**src/verilog/write_handler_defines.svh**
```systemverilog
`ifndef WRITE_HANDLER_DEFINES_SVH
`define WRITE_HANDLER_DEFINES_SVH

// ------------------------------------------------------------
// function codes handled here
// ------------------------------------------------------------
`define FC_WRITE_COIL 8'h05
`define FC_WRITE_WORD 8'h06
`define FC_WRITE_COILS 8'h0F
`define FC_WRITE_WORDS 8'h10

// ------------------------------------------------------------
// address map of the output image
// ------------------------------------------------------------
`define COIL_BASE_ADDR 16'h0000
`define WORD_BASE_ADDR 16'h0800

// ------------------------------------------------------------
// single output data values
// ------------------------------------------------------------
`define COIL_ON_VALUE 8'hFF
`define COIL_OFF_VALUE 8'h00

// ------------------------------------------------------------
// byte positions inside a query (slave address is position 0)
// ------------------------------------------------------------
`define POS_SLAVE 9'h000
`define POS_FUNC 9'h001
`define POS_ADDR_HI 9'h002
`define POS_ADDR_LO 9'h003
`define POS_VAL_HI 9'h004
`define POS_VAL_LO 9'h005
`define POS_BYTE_CNT 9'h006
`define POS_DATA0 9'h007
`define POS_MAX 9'h1FF

// ------------------------------------------------------------
// reset values and buffer sizing
// ------------------------------------------------------------
`define IMAGE_RESET_VALUE 1'b0
`define WORD_RESET_VALUE 16'h0000
`define FIFO_DEPTH_DEFAULT 32
`define FIFO_WIDTH_DEFAULT 8

`endif

```
**src/verilog/write_handler_pkg.sv**
```systemverilog
package write_handler_pkg;
   // echo engine states
   typedef enum logic [1:0] {ST_RECV, ST_ECHO, ST_FLUSH} echo_state_t;
   // one analogue output word
   typedef logic [15:0] out_word_t;
endpackage

```
**src/verilog/fifo_if.sv**
```systemverilog
`timescale 1ns/1ps
// ------------------------------------------------------------
// carrier between the handler and its byte buffer
// ------------------------------------------------------------
interface fifo_if #(parameter int WIDTH = 8);
   logic in_valid; // producer offers a word
   logic in_ready; // buffer has room
   logic [WIDTH-1:0] in_data; // word to store
   logic out_valid; // head word present
   logic out_ready; // consumer takes head
   logic [WIDTH-1:0] out_data; // head word, from a register
   logic empty; // nothing stored, nothing at head
   modport fifo_side (input in_valid, in_data, out_ready, output in_ready, out_valid, out_data, empty);
   modport user_side (output in_valid, in_data, out_ready, input in_ready, out_valid, out_data, empty);
endinterface

```
**src/verilog/byte_fifo.sv**
```systemverilog
`timescale 1ns/1ps
`include "write_handler_defines.svh"
// ------------------------------------------------------------
// buffer with registered head word
// ------------------------------------------------------------
module byte_fifo #(
   parameter int WIDTH = `FIFO_WIDTH_DEFAULT,
   parameter int DEPTH = `FIFO_DEPTH_DEFAULT
) (
   input wire logic clk_in,
   input wire logic rst_n_in,
   fifo_if.fifo_side bus
);
   localparam int AW = $clog2(DEPTH);
   logic [WIDTH-1:0] mem_ff [DEPTH]; // storage array
   logic [AW-1:0] wr_ptr_ff; // next write slot
   logic [AW-1:0] rd_ptr_ff; // next read slot
   logic [AW:0] count_ff; // words in the array
   logic out_valid_ff; // head register holds a word
   logic [WIDTH-1:0] out_data_ff; // head register
   logic push; // word enters array
   logic load; // array word moves to head

   assign push = bus.in_valid && bus.in_ready;
   assign load = (count_ff != '0) && (!out_valid_ff || bus.out_ready);
   assign bus.in_ready = (count_ff != (AW+1)'(DEPTH));
   assign bus.out_valid = out_valid_ff;
   assign bus.out_data = out_data_ff;
   assign bus.empty = (count_ff == '0) && !out_valid_ff;

   // array write, no reset needed on data
   always_ff @(posedge clk_in) begin
      if (push) begin
         mem_ff[wr_ptr_ff] <= bus.in_data;
      end
   end

   // pointers and fill level
   always_ff @(posedge clk_in or negedge rst_n_in) begin
      if (!rst_n_in) begin
         wr_ptr_ff <= '0;
         rd_ptr_ff <= '0;
         count_ff <= '0;
      end else begin
         if (push) begin
            wr_ptr_ff <= (wr_ptr_ff == AW'(DEPTH-1)) ? '0 : wr_ptr_ff + 1'b1;
         end
         if (load) begin
            rd_ptr_ff <= (rd_ptr_ff == AW'(DEPTH-1)) ? '0 : rd_ptr_ff + 1'b1;
         end
         count_ff <= count_ff + (AW+1)'(push) - (AW+1)'(load);
      end
   end

   // head register
   always_ff @(posedge clk_in or negedge rst_n_in) begin
      if (!rst_n_in) begin
         out_valid_ff <= 1'b0;
         out_data_ff <= '0;
      end else if (load) begin
         out_valid_ff <= 1'b1;
         out_data_ff <= mem_ff[rd_ptr_ff];
      end else if (bus.out_ready) begin
         out_valid_ff <= 1'b0;
      end
   end
endmodule // byte_fifo

```
**src/verilog/output_write_handler.sv**
```systemverilog
`timescale 1ns/1ps
`include "write_handler_defines.svh"
// Functional notes
// - code 5 writes one digital output
// - digital output bit addresses start at zero
// - output state taken from data high byte
// - successful write echoes the received query (only the six header bytes for code 16)
// - code 6 writes one sixteen-bit word
// - output words start at word address 0800
// - single word address is a word index
// - code 15 writes several consecutive digital outputs
// - multiple coil start address is a bit index
// - data bytes carry bits in ascending order
// - code 16 writes several consecutive output words
// - words high byte first, placed consecutively
// - ascii framing colon, crlf, hex pairs (removed upstream, bytes arrive here de-framed)
module output_write_handler #(
   parameter int NUM_COILS = 32,
   parameter int NUM_WORDS = 8,
   parameter int FIFO_DEPTH = `FIFO_DEPTH_DEFAULT
) (
   input wire logic CORE_CLK_IN,
   input wire logic RESETN_IN,
   input wire logic RX_VALID_IN,
   input wire logic [7:0] RX_DATA_IN,
   input wire logic RX_SOF_IN,
   input wire logic RX_EOF_IN,
   input wire logic RX_CHECK_OK_IN,
   output logic RX_READY_OUT,
   output logic TX_VALID_OUT,
   output logic [7:0] TX_DATA_OUT,
   output logic TX_LAST_OUT,
   input wire logic TX_READY_IN,
   output logic [NUM_COILS-1:0] COIL_IMAGE_OUT,
   output logic [NUM_WORDS*16-1:0] WORD_IMAGE_OUT,
   output logic WRITE_DONE_OUT,
   output logic FRAME_DROP_OUT
);
   localparam int CIDX_W = (NUM_COILS > 1) ? $clog2(NUM_COILS) : 1;
   localparam int WIDX_W = (NUM_WORDS > 1) ? $clog2(NUM_WORDS) : 1;

   // ------------------------------------------------------------
   // declarations
   // ------------------------------------------------------------
   write_handler_pkg::echo_state_t state_ff; // echo engine state
   write_handler_pkg::echo_state_t nxt_state; // its next value
   logic rx_ready_ff; // byte intake open
   logic [8:0] idx_ff; // position of next byte in frame
   logic [8:0] cur_idx; // position of the byte now offered
   logic [7:0] fc_ff; // function code of the frame
   logic [7:0] addr_hi_ff; // start address high
   logic [15:0] start_ff; // start address
   logic [7:0] hi_ff; // data or length high
   logic [7:0] lo_ff; // data or length low
   logic [7:0] bcnt_ff; // byte count field
   logic [7:0] first_byte_ff; // first stored byte, for checking
   logic [5:0] stored_ff; // bytes buffered this frame
   logic [5:0] echo_left_ff; // bytes still to send
   logic commit_ff; // frame passed, copy stage to image
   logic tx_valid_ff; // output byte register full
   logic [7:0] tx_data_ff; // output byte
   logic tx_last_ff; // output byte ends the reply
   logic drop_ff; // frame dropped pulse
   logic [NUM_COILS-1:0] coil_stage_ff; // coil image being built
   logic [NUM_COILS-1:0] coil_image_ff; // live coil image
   write_handler_pkg::out_word_t word_stage_ff [NUM_WORDS]; // words being built
   write_handler_pkg::out_word_t word_image_ff [NUM_WORDS]; // live words
   logic accept; // byte taken this cycle
   logic store; // byte goes into the echo buffer
   logic pop; // buffer head moves to tx register
   logic frame_good; // all field checks pass at end of frame
   logic [15:0] cnt; // length field
   logic [15:0] rel; // start relative to word base
   logic [16:0] bits_up; // bit count plus seven
   logic [16:0] coil_end; // start plus count
   logic [16:0] word_end; // relative start plus count
   logic [8:0] last_idx; // position of last data byte
   logic [8:0] data_k; // data byte number

   fifo_if #(.WIDTH(8)) fifo_bus ();

   // ------------------------------------------------------------
   // echo buffer
   // ------------------------------------------------------------
   byte_fifo #(.WIDTH(8), .DEPTH(FIFO_DEPTH)) u_echo_fifo (
      .clk_in(CORE_CLK_IN),
      .rst_n_in(RESETN_IN),
      .bus(fifo_bus)
   );

   // bytes arrive already de-framed (colon, crlf, hex pairs removed upstream)
   assign accept = RX_VALID_IN && rx_ready_ff;
   assign cur_idx = RX_SOF_IN ? `POS_SLAVE : idx_ff;
   assign cnt = {hi_ff, lo_ff};
   assign rel = start_ff - `WORD_BASE_ADDR;
   assign data_k = cur_idx - `POS_DATA0;
   // code 16 echo only holds the header
   assign store = (fc_ff == `FC_WRITE_WORDS && cur_idx > `POS_VAL_LO) ? 1'b0 : (cur_idx < 9'(FIFO_DEPTH));
   assign fifo_bus.in_valid = accept && store;
   assign fifo_bus.in_data = RX_DATA_IN;
   assign pop = (state_ff == write_handler_pkg::ST_ECHO) && fifo_bus.out_valid && (!tx_valid_ff || TX_READY_IN);
   assign fifo_bus.out_ready = (state_ff == write_handler_pkg::ST_FLUSH) || pop;

   // ------------------------------------------------------------
   // field capture
   // ------------------------------------------------------------
   // byte position counter, restarts after each frame end
   always_ff @(posedge CORE_CLK_IN or negedge RESETN_IN) begin
      if (!RESETN_IN) begin
         idx_ff <= `POS_SLAVE;
      end else if (accept) begin
         if (RX_EOF_IN) begin
            idx_ff <= `POS_SLAVE;
         end else if (cur_idx != `POS_MAX) begin
            idx_ff <= cur_idx + 9'h001;
         end
      end
   end

   // header fields of the query
   always_ff @(posedge CORE_CLK_IN or negedge RESETN_IN) begin
      if (!RESETN_IN) begin
         fc_ff <= 8'h00;
         addr_hi_ff <= 8'h00;
         start_ff <= 16'h0000;
         hi_ff <= 8'h00;
         lo_ff <= 8'h00;
         bcnt_ff <= 8'h00;
         first_byte_ff <= 8'h00;
      end else if (accept) begin
         unique case (cur_idx)
            `POS_SLAVE: first_byte_ff <= RX_DATA_IN;
            `POS_FUNC: fc_ff <= RX_DATA_IN;
            `POS_ADDR_HI: addr_hi_ff <= RX_DATA_IN;
            `POS_ADDR_LO: start_ff <= {addr_hi_ff, RX_DATA_IN};
            `POS_VAL_HI: hi_ff <= RX_DATA_IN; // state or length high
            `POS_VAL_LO: lo_ff <= RX_DATA_IN;
            `POS_BYTE_CNT: bcnt_ff <= RX_DATA_IN;
            default: ;
         endcase
      end
   end

   // ------------------------------------------------------------
   // frame checks at the end byte
   // ------------------------------------------------------------
   always_comb begin
      bits_up = {1'b0, cnt} + 17'h0_0007;
      coil_end = {1'b0, start_ff} + {1'b0, cnt};
      word_end = {1'b0, rel} + {1'b0, cnt};
      last_idx = `POS_BYTE_CNT + {1'b0, bcnt_ff};
      frame_good = 1'b0;
      unique case (fc_ff)
         `FC_WRITE_COIL: begin
            frame_good = (start_ff < 16'(NUM_COILS)) && (cur_idx == `POS_VAL_LO)
               && (hi_ff == `COIL_ON_VALUE || hi_ff == `COIL_OFF_VALUE);
         end
         `FC_WRITE_WORD: begin
            frame_good = (start_ff >= `WORD_BASE_ADDR) && (rel < 16'(NUM_WORDS))
               && (cur_idx == `POS_VAL_LO);
         end
         `FC_WRITE_COILS: begin
            frame_good = (cnt != 16'h0000) && (coil_end <= 17'(NUM_COILS))
               && ({6'h00, bcnt_ff} == bits_up[16:3]) && (cur_idx == last_idx);
         end
         `FC_WRITE_WORDS: begin
            frame_good = (cnt != 16'h0000) && (start_ff >= `WORD_BASE_ADDR) && (word_end <= 17'(NUM_WORDS))
               && ({8'h00, bcnt_ff} == {cnt[14:0], 1'b0}) && !cnt[15] && (cur_idx == last_idx);
         end
         default: frame_good = 1'b0;
      endcase
   end

   // ------------------------------------------------------------
   // staging images, copied to live image only on a good frame
   // ------------------------------------------------------------
   for (genvar gi = 0; gi < NUM_COILS; gi++) begin : g_coil
      logic [15:0] off; // distance from start bit
      assign off = 16'(gi) - start_ff;
      // one staged coil
      always_ff @(posedge CORE_CLK_IN or negedge RESETN_IN) begin
         if (!RESETN_IN) begin
            coil_stage_ff[gi] <= `IMAGE_RESET_VALUE;
         end else if (accept && cur_idx == `POS_SLAVE) begin
            coil_stage_ff[gi] <= coil_image_ff[gi]; // fresh copy per frame
         end else if (accept && fc_ff == `FC_WRITE_COIL && cur_idx == `POS_VAL_LO && start_ff == 16'(gi)) begin
            coil_stage_ff[gi] <= (hi_ff == `COIL_ON_VALUE);
         end else if (accept && fc_ff == `FC_WRITE_COILS && cur_idx >= `POS_DATA0 && off < cnt
            && off[15:3] == {4'h0, data_k}) begin
            coil_stage_ff[gi] <= RX_DATA_IN[off[2:0]]; // bit index, bytes in order
         end
      end
   end

   for (genvar gw = 0; gw < NUM_WORDS; gw++) begin : g_word
      logic [15:0] woff; // distance from start word
      assign woff = 16'(gw) - rel;
      // one staged word
      always_ff @(posedge CORE_CLK_IN or negedge RESETN_IN) begin
         if (!RESETN_IN) begin
            word_stage_ff[gw] <= `WORD_RESET_VALUE;
         end else if (accept && cur_idx == `POS_SLAVE) begin
            word_stage_ff[gw] <= word_image_ff[gw];
         end else if (accept && fc_ff == `FC_WRITE_WORD && cur_idx == `POS_VAL_LO && rel == 16'(gw)) begin
            word_stage_ff[gw] <= {hi_ff, RX_DATA_IN}; // word index from 0800
         end else if (accept && fc_ff == `FC_WRITE_WORDS && cur_idx >= `POS_DATA0 && woff < cnt
            && woff[15:0] == {8'h00, data_k[8:1]}) begin
            if (!data_k[0]) begin
               word_stage_ff[gw][15:8] <= RX_DATA_IN; // high byte first
            end else begin
               word_stage_ff[gw][7:0] <= RX_DATA_IN;
            end
         end
      end
      assign WORD_IMAGE_OUT[gw*16 +: 16] = word_image_ff[gw];
   end

   // live images, only from a checked frame
   always_ff @(posedge CORE_CLK_IN or negedge RESETN_IN) begin
      if (!RESETN_IN) begin
         coil_image_ff <= '0;
         for (int i = 0; i < NUM_WORDS; i++) begin
            word_image_ff[i] <= `WORD_RESET_VALUE;
         end
      end else if (commit_ff) begin
         coil_image_ff <= coil_stage_ff;
         word_image_ff <= word_stage_ff;
      end
   end
   assign COIL_IMAGE_OUT = coil_image_ff;

   // ------------------------------------------------------------
   // echo engine
   // ------------------------------------------------------------
   always_comb begin
      nxt_state = state_ff;
      unique case (state_ff)
         write_handler_pkg::ST_RECV: begin
            if (accept && RX_EOF_IN) begin
               // bad check or bad fields: no echo
               nxt_state = (RX_CHECK_OK_IN && frame_good) ? write_handler_pkg::ST_ECHO
                  : write_handler_pkg::ST_FLUSH;
            end
         end
         write_handler_pkg::ST_ECHO: begin
            if (echo_left_ff == 6'h00 && tx_valid_ff && tx_last_ff && TX_READY_IN) begin
               nxt_state = write_handler_pkg::ST_RECV;
            end
         end
         write_handler_pkg::ST_FLUSH: begin
            if (fifo_bus.empty) begin
               nxt_state = write_handler_pkg::ST_RECV;
            end
         end
         default: nxt_state = write_handler_pkg::ST_RECV;
      endcase
   end

   // state, intake gate and commit pulse
   always_ff @(posedge CORE_CLK_IN or negedge RESETN_IN) begin
      if (!RESETN_IN) begin
         state_ff <= write_handler_pkg::ST_RECV;
         rx_ready_ff <= 1'b0;
         commit_ff <= 1'b0;
         drop_ff <= 1'b0;
      end else begin
         state_ff <= nxt_state;
         rx_ready_ff <= (nxt_state == write_handler_pkg::ST_RECV) && fifo_bus.in_ready;
         commit_ff <= accept && RX_EOF_IN && RX_CHECK_OK_IN && frame_good;
         drop_ff <= accept && RX_EOF_IN && !(RX_CHECK_OK_IN && frame_good);
      end
   end

   // byte counts for the reply
   always_ff @(posedge CORE_CLK_IN or negedge RESETN_IN) begin
      if (!RESETN_IN) begin
         stored_ff <= 6'h00;
         echo_left_ff <= 6'h00;
      end else begin
         if (accept) begin
            stored_ff <= ((cur_idx == `POS_SLAVE) ? 6'h00 : stored_ff) + 6'(fifo_bus.in_valid);
         end
         if (accept && RX_EOF_IN) begin
            echo_left_ff <= stored_ff + 6'(fifo_bus.in_valid); // reply repeats the buffered query bytes (header only for code 16)
         end else if (pop) begin
            echo_left_ff <= echo_left_ff - 6'h01;
         end
      end
   end

   // output byte register
   always_ff @(posedge CORE_CLK_IN or negedge RESETN_IN) begin
      if (!RESETN_IN) begin
         tx_valid_ff <= 1'b0;
         tx_data_ff <= 8'h00;
         tx_last_ff <= 1'b0;
      end else if (pop) begin
         tx_valid_ff <= 1'b1;
         tx_data_ff <= fifo_bus.out_data;
         tx_last_ff <= (echo_left_ff == 6'h01);
      end else if (TX_READY_IN) begin
         tx_valid_ff <= 1'b0;
         tx_last_ff <= 1'b0;
      end
   end

   assign RX_READY_OUT = rx_ready_ff;
   assign TX_VALID_OUT = tx_valid_ff;
   assign TX_DATA_OUT = tx_data_ff;
   assign TX_LAST_OUT = tx_last_ff;
   assign WRITE_DONE_OUT = commit_ff;
   assign FRAME_DROP_OUT = drop_ff;
endmodule // output_write_handler

```
**config.mk**
```make
export PLATFORM = sky130hd
export DESIGN_NAME = output_write_handler
export DESIGN_NICKNAME = d
export VERILOG_FILES = /design/src/verilog/write_handler_pkg.sv /design/src/verilog/fifo_if.sv /design/src/verilog/byte_fifo.sv /design/src/verilog/output_write_handler.sv
export VERILOG_INCLUDE_DIRS = /design/src /design/src/verilog
export SDC_FILE = /design/constraint.sdc
export NUM_CORES = 2
export LEC_CHECK = 0
export ABC_CLOCK_PERIOD_IN_PS = 7200
export BUFFER_PORTS_ARGS = -buffer_cell sky130_fd_sc_hd__buf_2
export CAP_MARGIN = 20
export CORE_ASPECT_RATIO = 0.6
export CORE_MARGIN = 5
export CORE_UTILIZATION = 40
export DETAILED_ROUTE_END_ITERATION = 12
export PLACE_DENSITY = 0.52
export SYNTH_ARGS = -nofsm -noshare
export SYNTH_HDL_FRONTEND = slang
export SYNTH_SLANG_ARGS = --single-unit
```
**constraint.sdc**
```tcl
create_clock -name CORE_CLK_IN -period 7.2 [get_ports CORE_CLK_IN]
set_input_delay 1.08 -clock CORE_CLK_IN [delete_from_list [all_inputs] [get_ports CORE_CLK_IN]]
set_output_delay 1.08 -clock CORE_CLK_IN [all_outputs]
set_load 0.005 [all_outputs]
```
======== After elaboration in Yosys (flattened, before gate mapping) ========
Memories as Yosys holds them, arrays and structs flattened. A register that Yosys moved wholly into a read port is not among the register bits.
Index checks and enable logic that the tools add are counted.
storage, ports and cells
  memories ................................ 1
  bits of input ports ..................... 15
  register bits after elaboration ......... 429
  latch bits .............................. 0
  memory bits (read-only) ................. 0
  logic and storage cells ................. 779
  output and inout port bits .............. 173
  bits in writable memories ............... 256
memories
  name                words  width  read ports  clocked after memory_dff  wr ports  line             source
  u_echo_fifo.mem_ff  32     8      1           1                         1         byte_fifo.sv:15  logic [WIDTH-1:0] mem_ff [DEPTH];
operators by class
  mux-type cells .......................... 208
  reduce and logical (&&, ||, !) cells .... 252
  div/mod/pow operators ................... 0
  equal/unequal tests ..................... 107
  bitwise gates (word level) .............. 0
  magnitude comparators ................... 80
  add/sub/neg operators ................... 54
  shifts and indexed selects .............. 0
  multiply operators ...................... 0
operator list
  operator                                              number
  < comparator 16 bit                                   40
  equality test 13 x 9 -> 1 bit                         32
  2-to-1 mux 16 bit                                     24
  equality test 16 x 5 -> 1 bit, second input constant  16
  subtractor 5 x 16 -> 16 bit, first input constant     16
  logical AND 1 bit                                     158
  nonzero test 3 bit                                    48
  2-to-1 mux 1 bit                                      136
  equality test 16 x 3 -> 1 bit, second input constant  8
  equality test 16 x 4 -> 1 bit, second input constant  8
  equality test 16 x 8 -> 1 bit                         8
  < comparator 3 x 4 -> 1 bit, second input constant    32
  subtractor 3 x 16 -> 16 bit, first input constant     8
  subtractor 4 x 16 -> 16 bit, first input constant     8
  binary-select mux 1 bit (select 3 bit)                32
  equality test 16 x 2 -> 1 bit, second input constant  4
  subtractor 1 x 16 -> 16 bit, first input constant     4
  subtractor 2 x 16 -> 16 bit, first input constant     4
  AND reduction 2 bit                                   23
  adder 16 x 16 -> 17 bit                               2
  equality test 16 x 1 -> 1 bit, second input constant  2
  logical NOT 16 bit                                    2
  equality test 9 x 3 -> 1 bit, second input constant   3
  2-to-1 mux 9 bit                                      3
  other kinds (48)                                      80

======== Depth between registers and ports, before layout ========
  depth after elaboration ................. 14
  gate-level depth with buffers ........... 23

======== Hierarchy ========
Synthesis repeated with hierarchy kept, for this count alone.
second synthesis, totals
  cell total of the unflattened synthesis .. 5488
  area total of the unflattened synthesis .. 54312.1 um2
by module, submodules not included
  module                sequential area each (um2)  instances  area each (um2)  cells each
  output_write_handler  10309.9                     1          43045.0          4920
  byte_fifo             8313.0                      1          11267.1          568

======== Worst setup path before layout ========
OpenSTA, ideal clock, no wires.
  path type ............................... flip-flop to flip-flop
  from .................................... register start_ff[11]
  to ...................................... register word_stage_ff[120] in the netlist's numbering
  clock period less this slack ............ 5.469 ns
  setup slack ............................. 1.731 ns
  setup time .............................. 0.125 ns
  arrival ................................. 5.344 ns
  cell stages (with the launch flop) ...... 21
  data required time ...................... 7.075 ns
  path through ............................ dfrtp_1 clkbuf_1 buf_2 inv_2 buf_1 buf_1 ha_1 xnor2_1 buf_2 nand2_1 nor3_1 xnor2_1 ha_1 nor2b_1 o21ai_0 or4b_1 or4_1 a311oi_2 nand4_2 o21ai_4 mux2_2
between the ends
  cells in the longest elaborated chain, start to end .. 7
ends and longest elaborated chain
  what                                               line                         source
  start, declared                                    output_write_handler.sv:52   logic [15:0] start_ff;
  start signal, assigned                             output_write_handler.sv:135  `POS_ADDR_LO: start_ff <= {addr_hi_ff, RX_DATA_IN};
  subtractor 16 x 12 -> 16 bit (no source line) (*)  n/a
  subtractor 1 x 16 -> 16 bit                        output_write_handler.sv:197  assign woff = 16'(gw) - rel;
  < comparator 16 bit                                output_write_handler.sv:206  end else if (accept && fc_ff == `FC_WRITE_WORDS && cur_idx >= `POS_DATA0 && woff < cnt
  logical AND 1 bit (2 in a row)                     output_write_handler.sv:206
  nonzero test 3 bit (no source line)                n/a
  AND reduction 2 bit (no source line)               n/a
  end signal, assigned by index                      output_write_handler.sv:201  word_stage_ff[gw] <= `WORD_RESET_VALUE;
  end signal, assigned by index                      output_write_handler.sv:203  word_stage_ff[gw] <= word_image_ff[gw];
  end signal, assigned by index                      output_write_handler.sv:205  word_stage_ff[gw] <= {hi_ff, RX_DATA_IN};
  end, declared                                      output_write_handler.sv:66   write_handler_pkg::out_word_t word_stage_ff [NUM_WORDS];
Mark *: on every way between the ends. The rest lies on a longest branch, timed or not.
A chain may end at the register's enable or synchronous reset.

======== Worst setup path after layout ========
  from .................................... register start_ff[1]
  to ...................................... register coil_stage_ff[24]
between the ends
  cells in the longest elaborated chain, start to end .. 6
ends and longest elaborated chain
  what                                                                 line                         source
  branches (longest 6 deep; another with subtractor 5 x 16 -> 16 bit)  n/a
  end signal, assigned by index                                        output_write_handler.sv:185  coil_stage_ff[gi] <= coil_image_ff[gi];
  end signal, assigned by index                                        output_write_handler.sv:187  coil_stage_ff[gi] <= (hi_ff == `COIL_ON_VALUE);
  end signal, assigned by index                                        output_write_handler.sv:190  coil_stage_ff[gi] <= RX_DATA_IN[off[2:0]];
  end, declared                                                        output_write_handler.sv:64   logic [NUM_COILS-1:0] coil_stage_ff;
Several ways; the timed one is not identified. The select of a mux whose other input is x is not followed.

==> results.cfg <==
[status]
status = complete, no violations

[sta]
grt_setup_unrepaired = no
timing_worst_slew_pin_value_ps = 1300
timing.fmax_mhz = 156.4
final_hold_viol_count = 0
timing.clock.skew_ps = 32.65
post-route-period-util_pct = 88.78
fin_worst_hold_slack_ps = 415.7
setup_viol = 0
finalWorstSetupSlack_ps = 808.0
timing.slew.headroom_pct = 13.21
slew_violations = 0
min_period_ps = 6392
timing.setup.tns_ps = 0

[global_routing]
grt_first_pass_wirelength_mm = 366.8
grt_pass1_vias = 44440
antenna_found_initial = 14
globalRouteTotalUtil_pct = 36.33
pin_count_of_the_biggest_net_entering_global_routing = 120
grt-ovfl-total = 0

[clocking]
postCtsSetupBuffers = 0
clock_sinks = 693
clk_root_buffer_cell = clkbuf_16
clkSlewWorstSetupHoldPaths_ps = 70
numCtsBuffers = 74
clock_tree_from_tritoncts = yes
latest_clock_arrival_within_the_worst_skew_pair_ps = 700
cts_htree_levels = 3
cts_repair_resize_count = 0
cts_max_path_buffers = 3
cts_hold_buffers = 0

[route]
wire_per_inst_um = 35.83
detail_route.iter0.violations = 7436
drcViolationCount = 0
drt_pre_antenna_iters = 6
ratio_of_routed_vias_to_standard_cells = 6.472
via_count = 48470
routed_wl_mm = 268.3
ant_nets = 0

[logic_synthesis]
synth_area_mm2 = 0.05404
syn_inst = 5455
netlist.top_cell.by_area = dfrtp_1
synth_edf_count = 256
post_synth_and_or_nand_nor_area_fraction_pct = 13.64
avgSynthCellArea_um2 = 9.907
yosys.area.top_type_share_pct = 20.23
synth_async_sr_flop_share_pct = 63.06
seq_area_frac_synth_pct = 34.46
synth_compound_gate_area_share_pct = 11.57
synth.area.top_cells = dfrtp_1 20%, edfxtp_1 14%, ha_1 12%, xnor2_1 9.9%, mux2_2 6.1%
post_synthesis_share_of_cell_area_spent_on_full_adders_half_adders_and_majority_gates_pct = 12.26
combinational_family_with_the_most_area_after_synthesis = simple AND/OR/NAND/NOR gates
synth-main-ff-cell = dfrtp_1
ys_types = 109
synthMuxAreaShare_pct = 12.50
synth_seq_cells = 693
post_synthesis_net_count = 5997
yosys.cell_count.top_type = xnor2_1
post_synth_most_frequent_cells = 611 x xnor2_1, 524 x ha_1, 437 x dfrtp_1, 383 x nand2_1, 363 x nor2_1
synth_xor_xnor_area_share_pct = 11.79
yosys_warnings = 0

[placement]
io_buffers = 187
dp_slack_ps = 1282
globalplace.congestion = 1.114
place.detailed.instances = 7338
place_area_mm2 = 0.05780
place_hpwl_mm = 198.4

[floorplan]
top_level_ports = 188
placementRows = 104
die-area_mm2 = 0.1428
floorplan.core_area_mm2 = 0.1342
initial_core_util_pct = 40.28
die_y_um = 294.7
die_w_um = 484.5

[critical_path]
r2r_slack_ps = 810
endpoint_of_the_most_critical_register_to_register_path = coil_stage_ff[24]$_DFFE_PN0P_
worst_setup_path_start_kind = flip-flop
critical_path.endpoint_type = flip-flop
worst-path-max-fanout = 12
r2r.worst_path.cells = 17
critical_path_arrival_ps = 6950
cp_data_required_time_ps = 7760
critical_path_class = reg -> reg
crit-reg2reg-launch = start_ff[1]$_DFFE_PN0P_
critPathCapture = coil_stage_ff[24]$_DFFE_PN0P_
timing.critical_path.from = start_ff[1]$_DFFE_PN0P_

[final_layout]
flow.area_growth_from_synthesis_pct = 11.79
finalNetCount = 6159
post-route-cell-area_mm2 = 0.06041
drive_above_1_share_pct = 18.03
fillers = 12830
final_core_utilization_pct = 45.03
finalNonFillerCells = 7489
area_occupied_by_multi_input_gates_mm2 = 0.03350
register_area_mm2 = 0.01864

[power_and_ir_drop]
vdd_ir_drop_max_v = 0.0001540
powerDensity_mw_per_mm2 = 150.7
finalPower_mw = 9.104
static_leakage_nw = 27.30

[flow_run]
cap_viol_max_count = 0

[min_path]
hold_path.class = in -> async
## worst max-delay path: stages (launching register included)
cell and delay [ps]:
dfrtp_1 380, inv_1 340, ha_1 1060, buf_4 360, nand2b_1 420, nand2_1 540, nand4_1 320, xnor2_1 360
ha_1 300, nand2_1 130, nor3_1 100, and4_1 210, a311o_1 340, nor4_1 270, nand4_1 130, nor4_1 620
mux2i_1 250, o21ai_0 90
## metal layers
metal	global-route usage, %	vias to the layer above	wire length, µm
met1	54.83	24240	121700
met4	10.23	18	9505
met2	44.83	3467	95650
met5	0.5599	-	577
met3	17.06	606	40890
li1	-	20140	-
## worst min path at each step
stage                                                   end                                    start  slack (ps)  cells past startpoint
finish                       WORD_IMAGE_OUT[99]$_DFFE_PN0P_                                RESETN_IN         420                      1
global placement    u_echo_fifo.bus.out_data[4]$_DFFE_PN0P_  u_echo_fifo.bus.out_data[4]$_DFFE_PN0P_         460                      2
global route                 WORD_IMAGE_OUT[99]$_DFFE_PN0P_                                RESETN_IN         440                      1
floorplan           u_echo_fifo.bus.out_data[0]$_DFFE_PN0P_  u_echo_fifo.bus.out_data[0]$_DFFE_PN0P_         440                      2
CTS                           coil_stage_ff[26]$_DFFE_PN0P_                                RESETN_IN         400                      1
detailed placement  u_echo_fifo.bus.out_data[4]$_DFFE_PN0P_  u_echo_fifo.bus.out_data[4]$_DFFE_PN0P_         470                      2
## cell type report
class	count	share of cell area (%)
repair buffers	410	4.459
well taps	1802	3.732
diodes	12	0.04971
clock inverters	36	0.7290
inverters	199	1.236
flip-flops and latches	693	30.86
multi-input cells	4239	55.45
clock buffers	98	3.484
## report_power, final
part	switching, mW	internal (mW)
clock	1.82	2.28
sequential	0.0543	4.19
combinational	0.510	0.251
## cells by family after synthesis
group,after synthesis
and+or+nand+nor,1467
AOI/OAI and AO/OA,998
xor gates and xnor gates,713
DFF,693
muxes,533
adders and majority gates,528
buffers and inverters,523
## sequential cells by signal, summed over array words and instances, names as in the netlist, 2 cells and up
| name | flops |
|---|---|
| COIL_IMAGE_OUT | 32 |
| TX_DATA_OUT | 8 |
| WORD_IMAGE_OUT | 128 |
| addr_hi_ff | 8 |
| bcnt_ff | 8 |
| coil_stage_ff | 32 |
| echo_left_ff | 6 |
| fc_ff | 8 |
| hi_ff | 8 |
| idx_ff | 9 |
| lo_ff | 8 |
| start_ff | 16 |
| state_ff | 2 |
| stored_ff | 6 |
| u_echo_fifo.bus.out_data | 8 |
| u_echo_fifo.count_ff | 6 |
| u_echo_fifo.mem_ff | 256 |
| u_echo_fifo.rd_ptr_ff | 5 |
| u_echo_fifo.wr_ptr_ff | 5 |
| word_stage_ff | 128 |
## placed cells by master, fill, tap and decap left out, types with 22 or more instances in the layout
master and count:
o21ai_0 260, a21oi_1 308, edfxtp_1 256, xor2_1 91, nor2b_1 58, nand2b_1 37, a2111oi_0 26, dfrtp_1 426
mux2i_1 152, mux2_2 293, nand2_1 383, or4_1 22, clkbuf_16 76, nor4_1 75, nand3_1 116, nand4_1 96
xnor2_1 609, a211oi_1 25, inv_1 173, mux4_2 84, buf_4 216, nor2_1 357, o21a_1 27, o211ai_1 36
o2111ai_1 24, a21o_1 103, nor3_1 121, and3_1 25, buf_2 186, a31oi_1 26, ha_1 523
No activity file was read; power rests on OpenSTA's default activity.
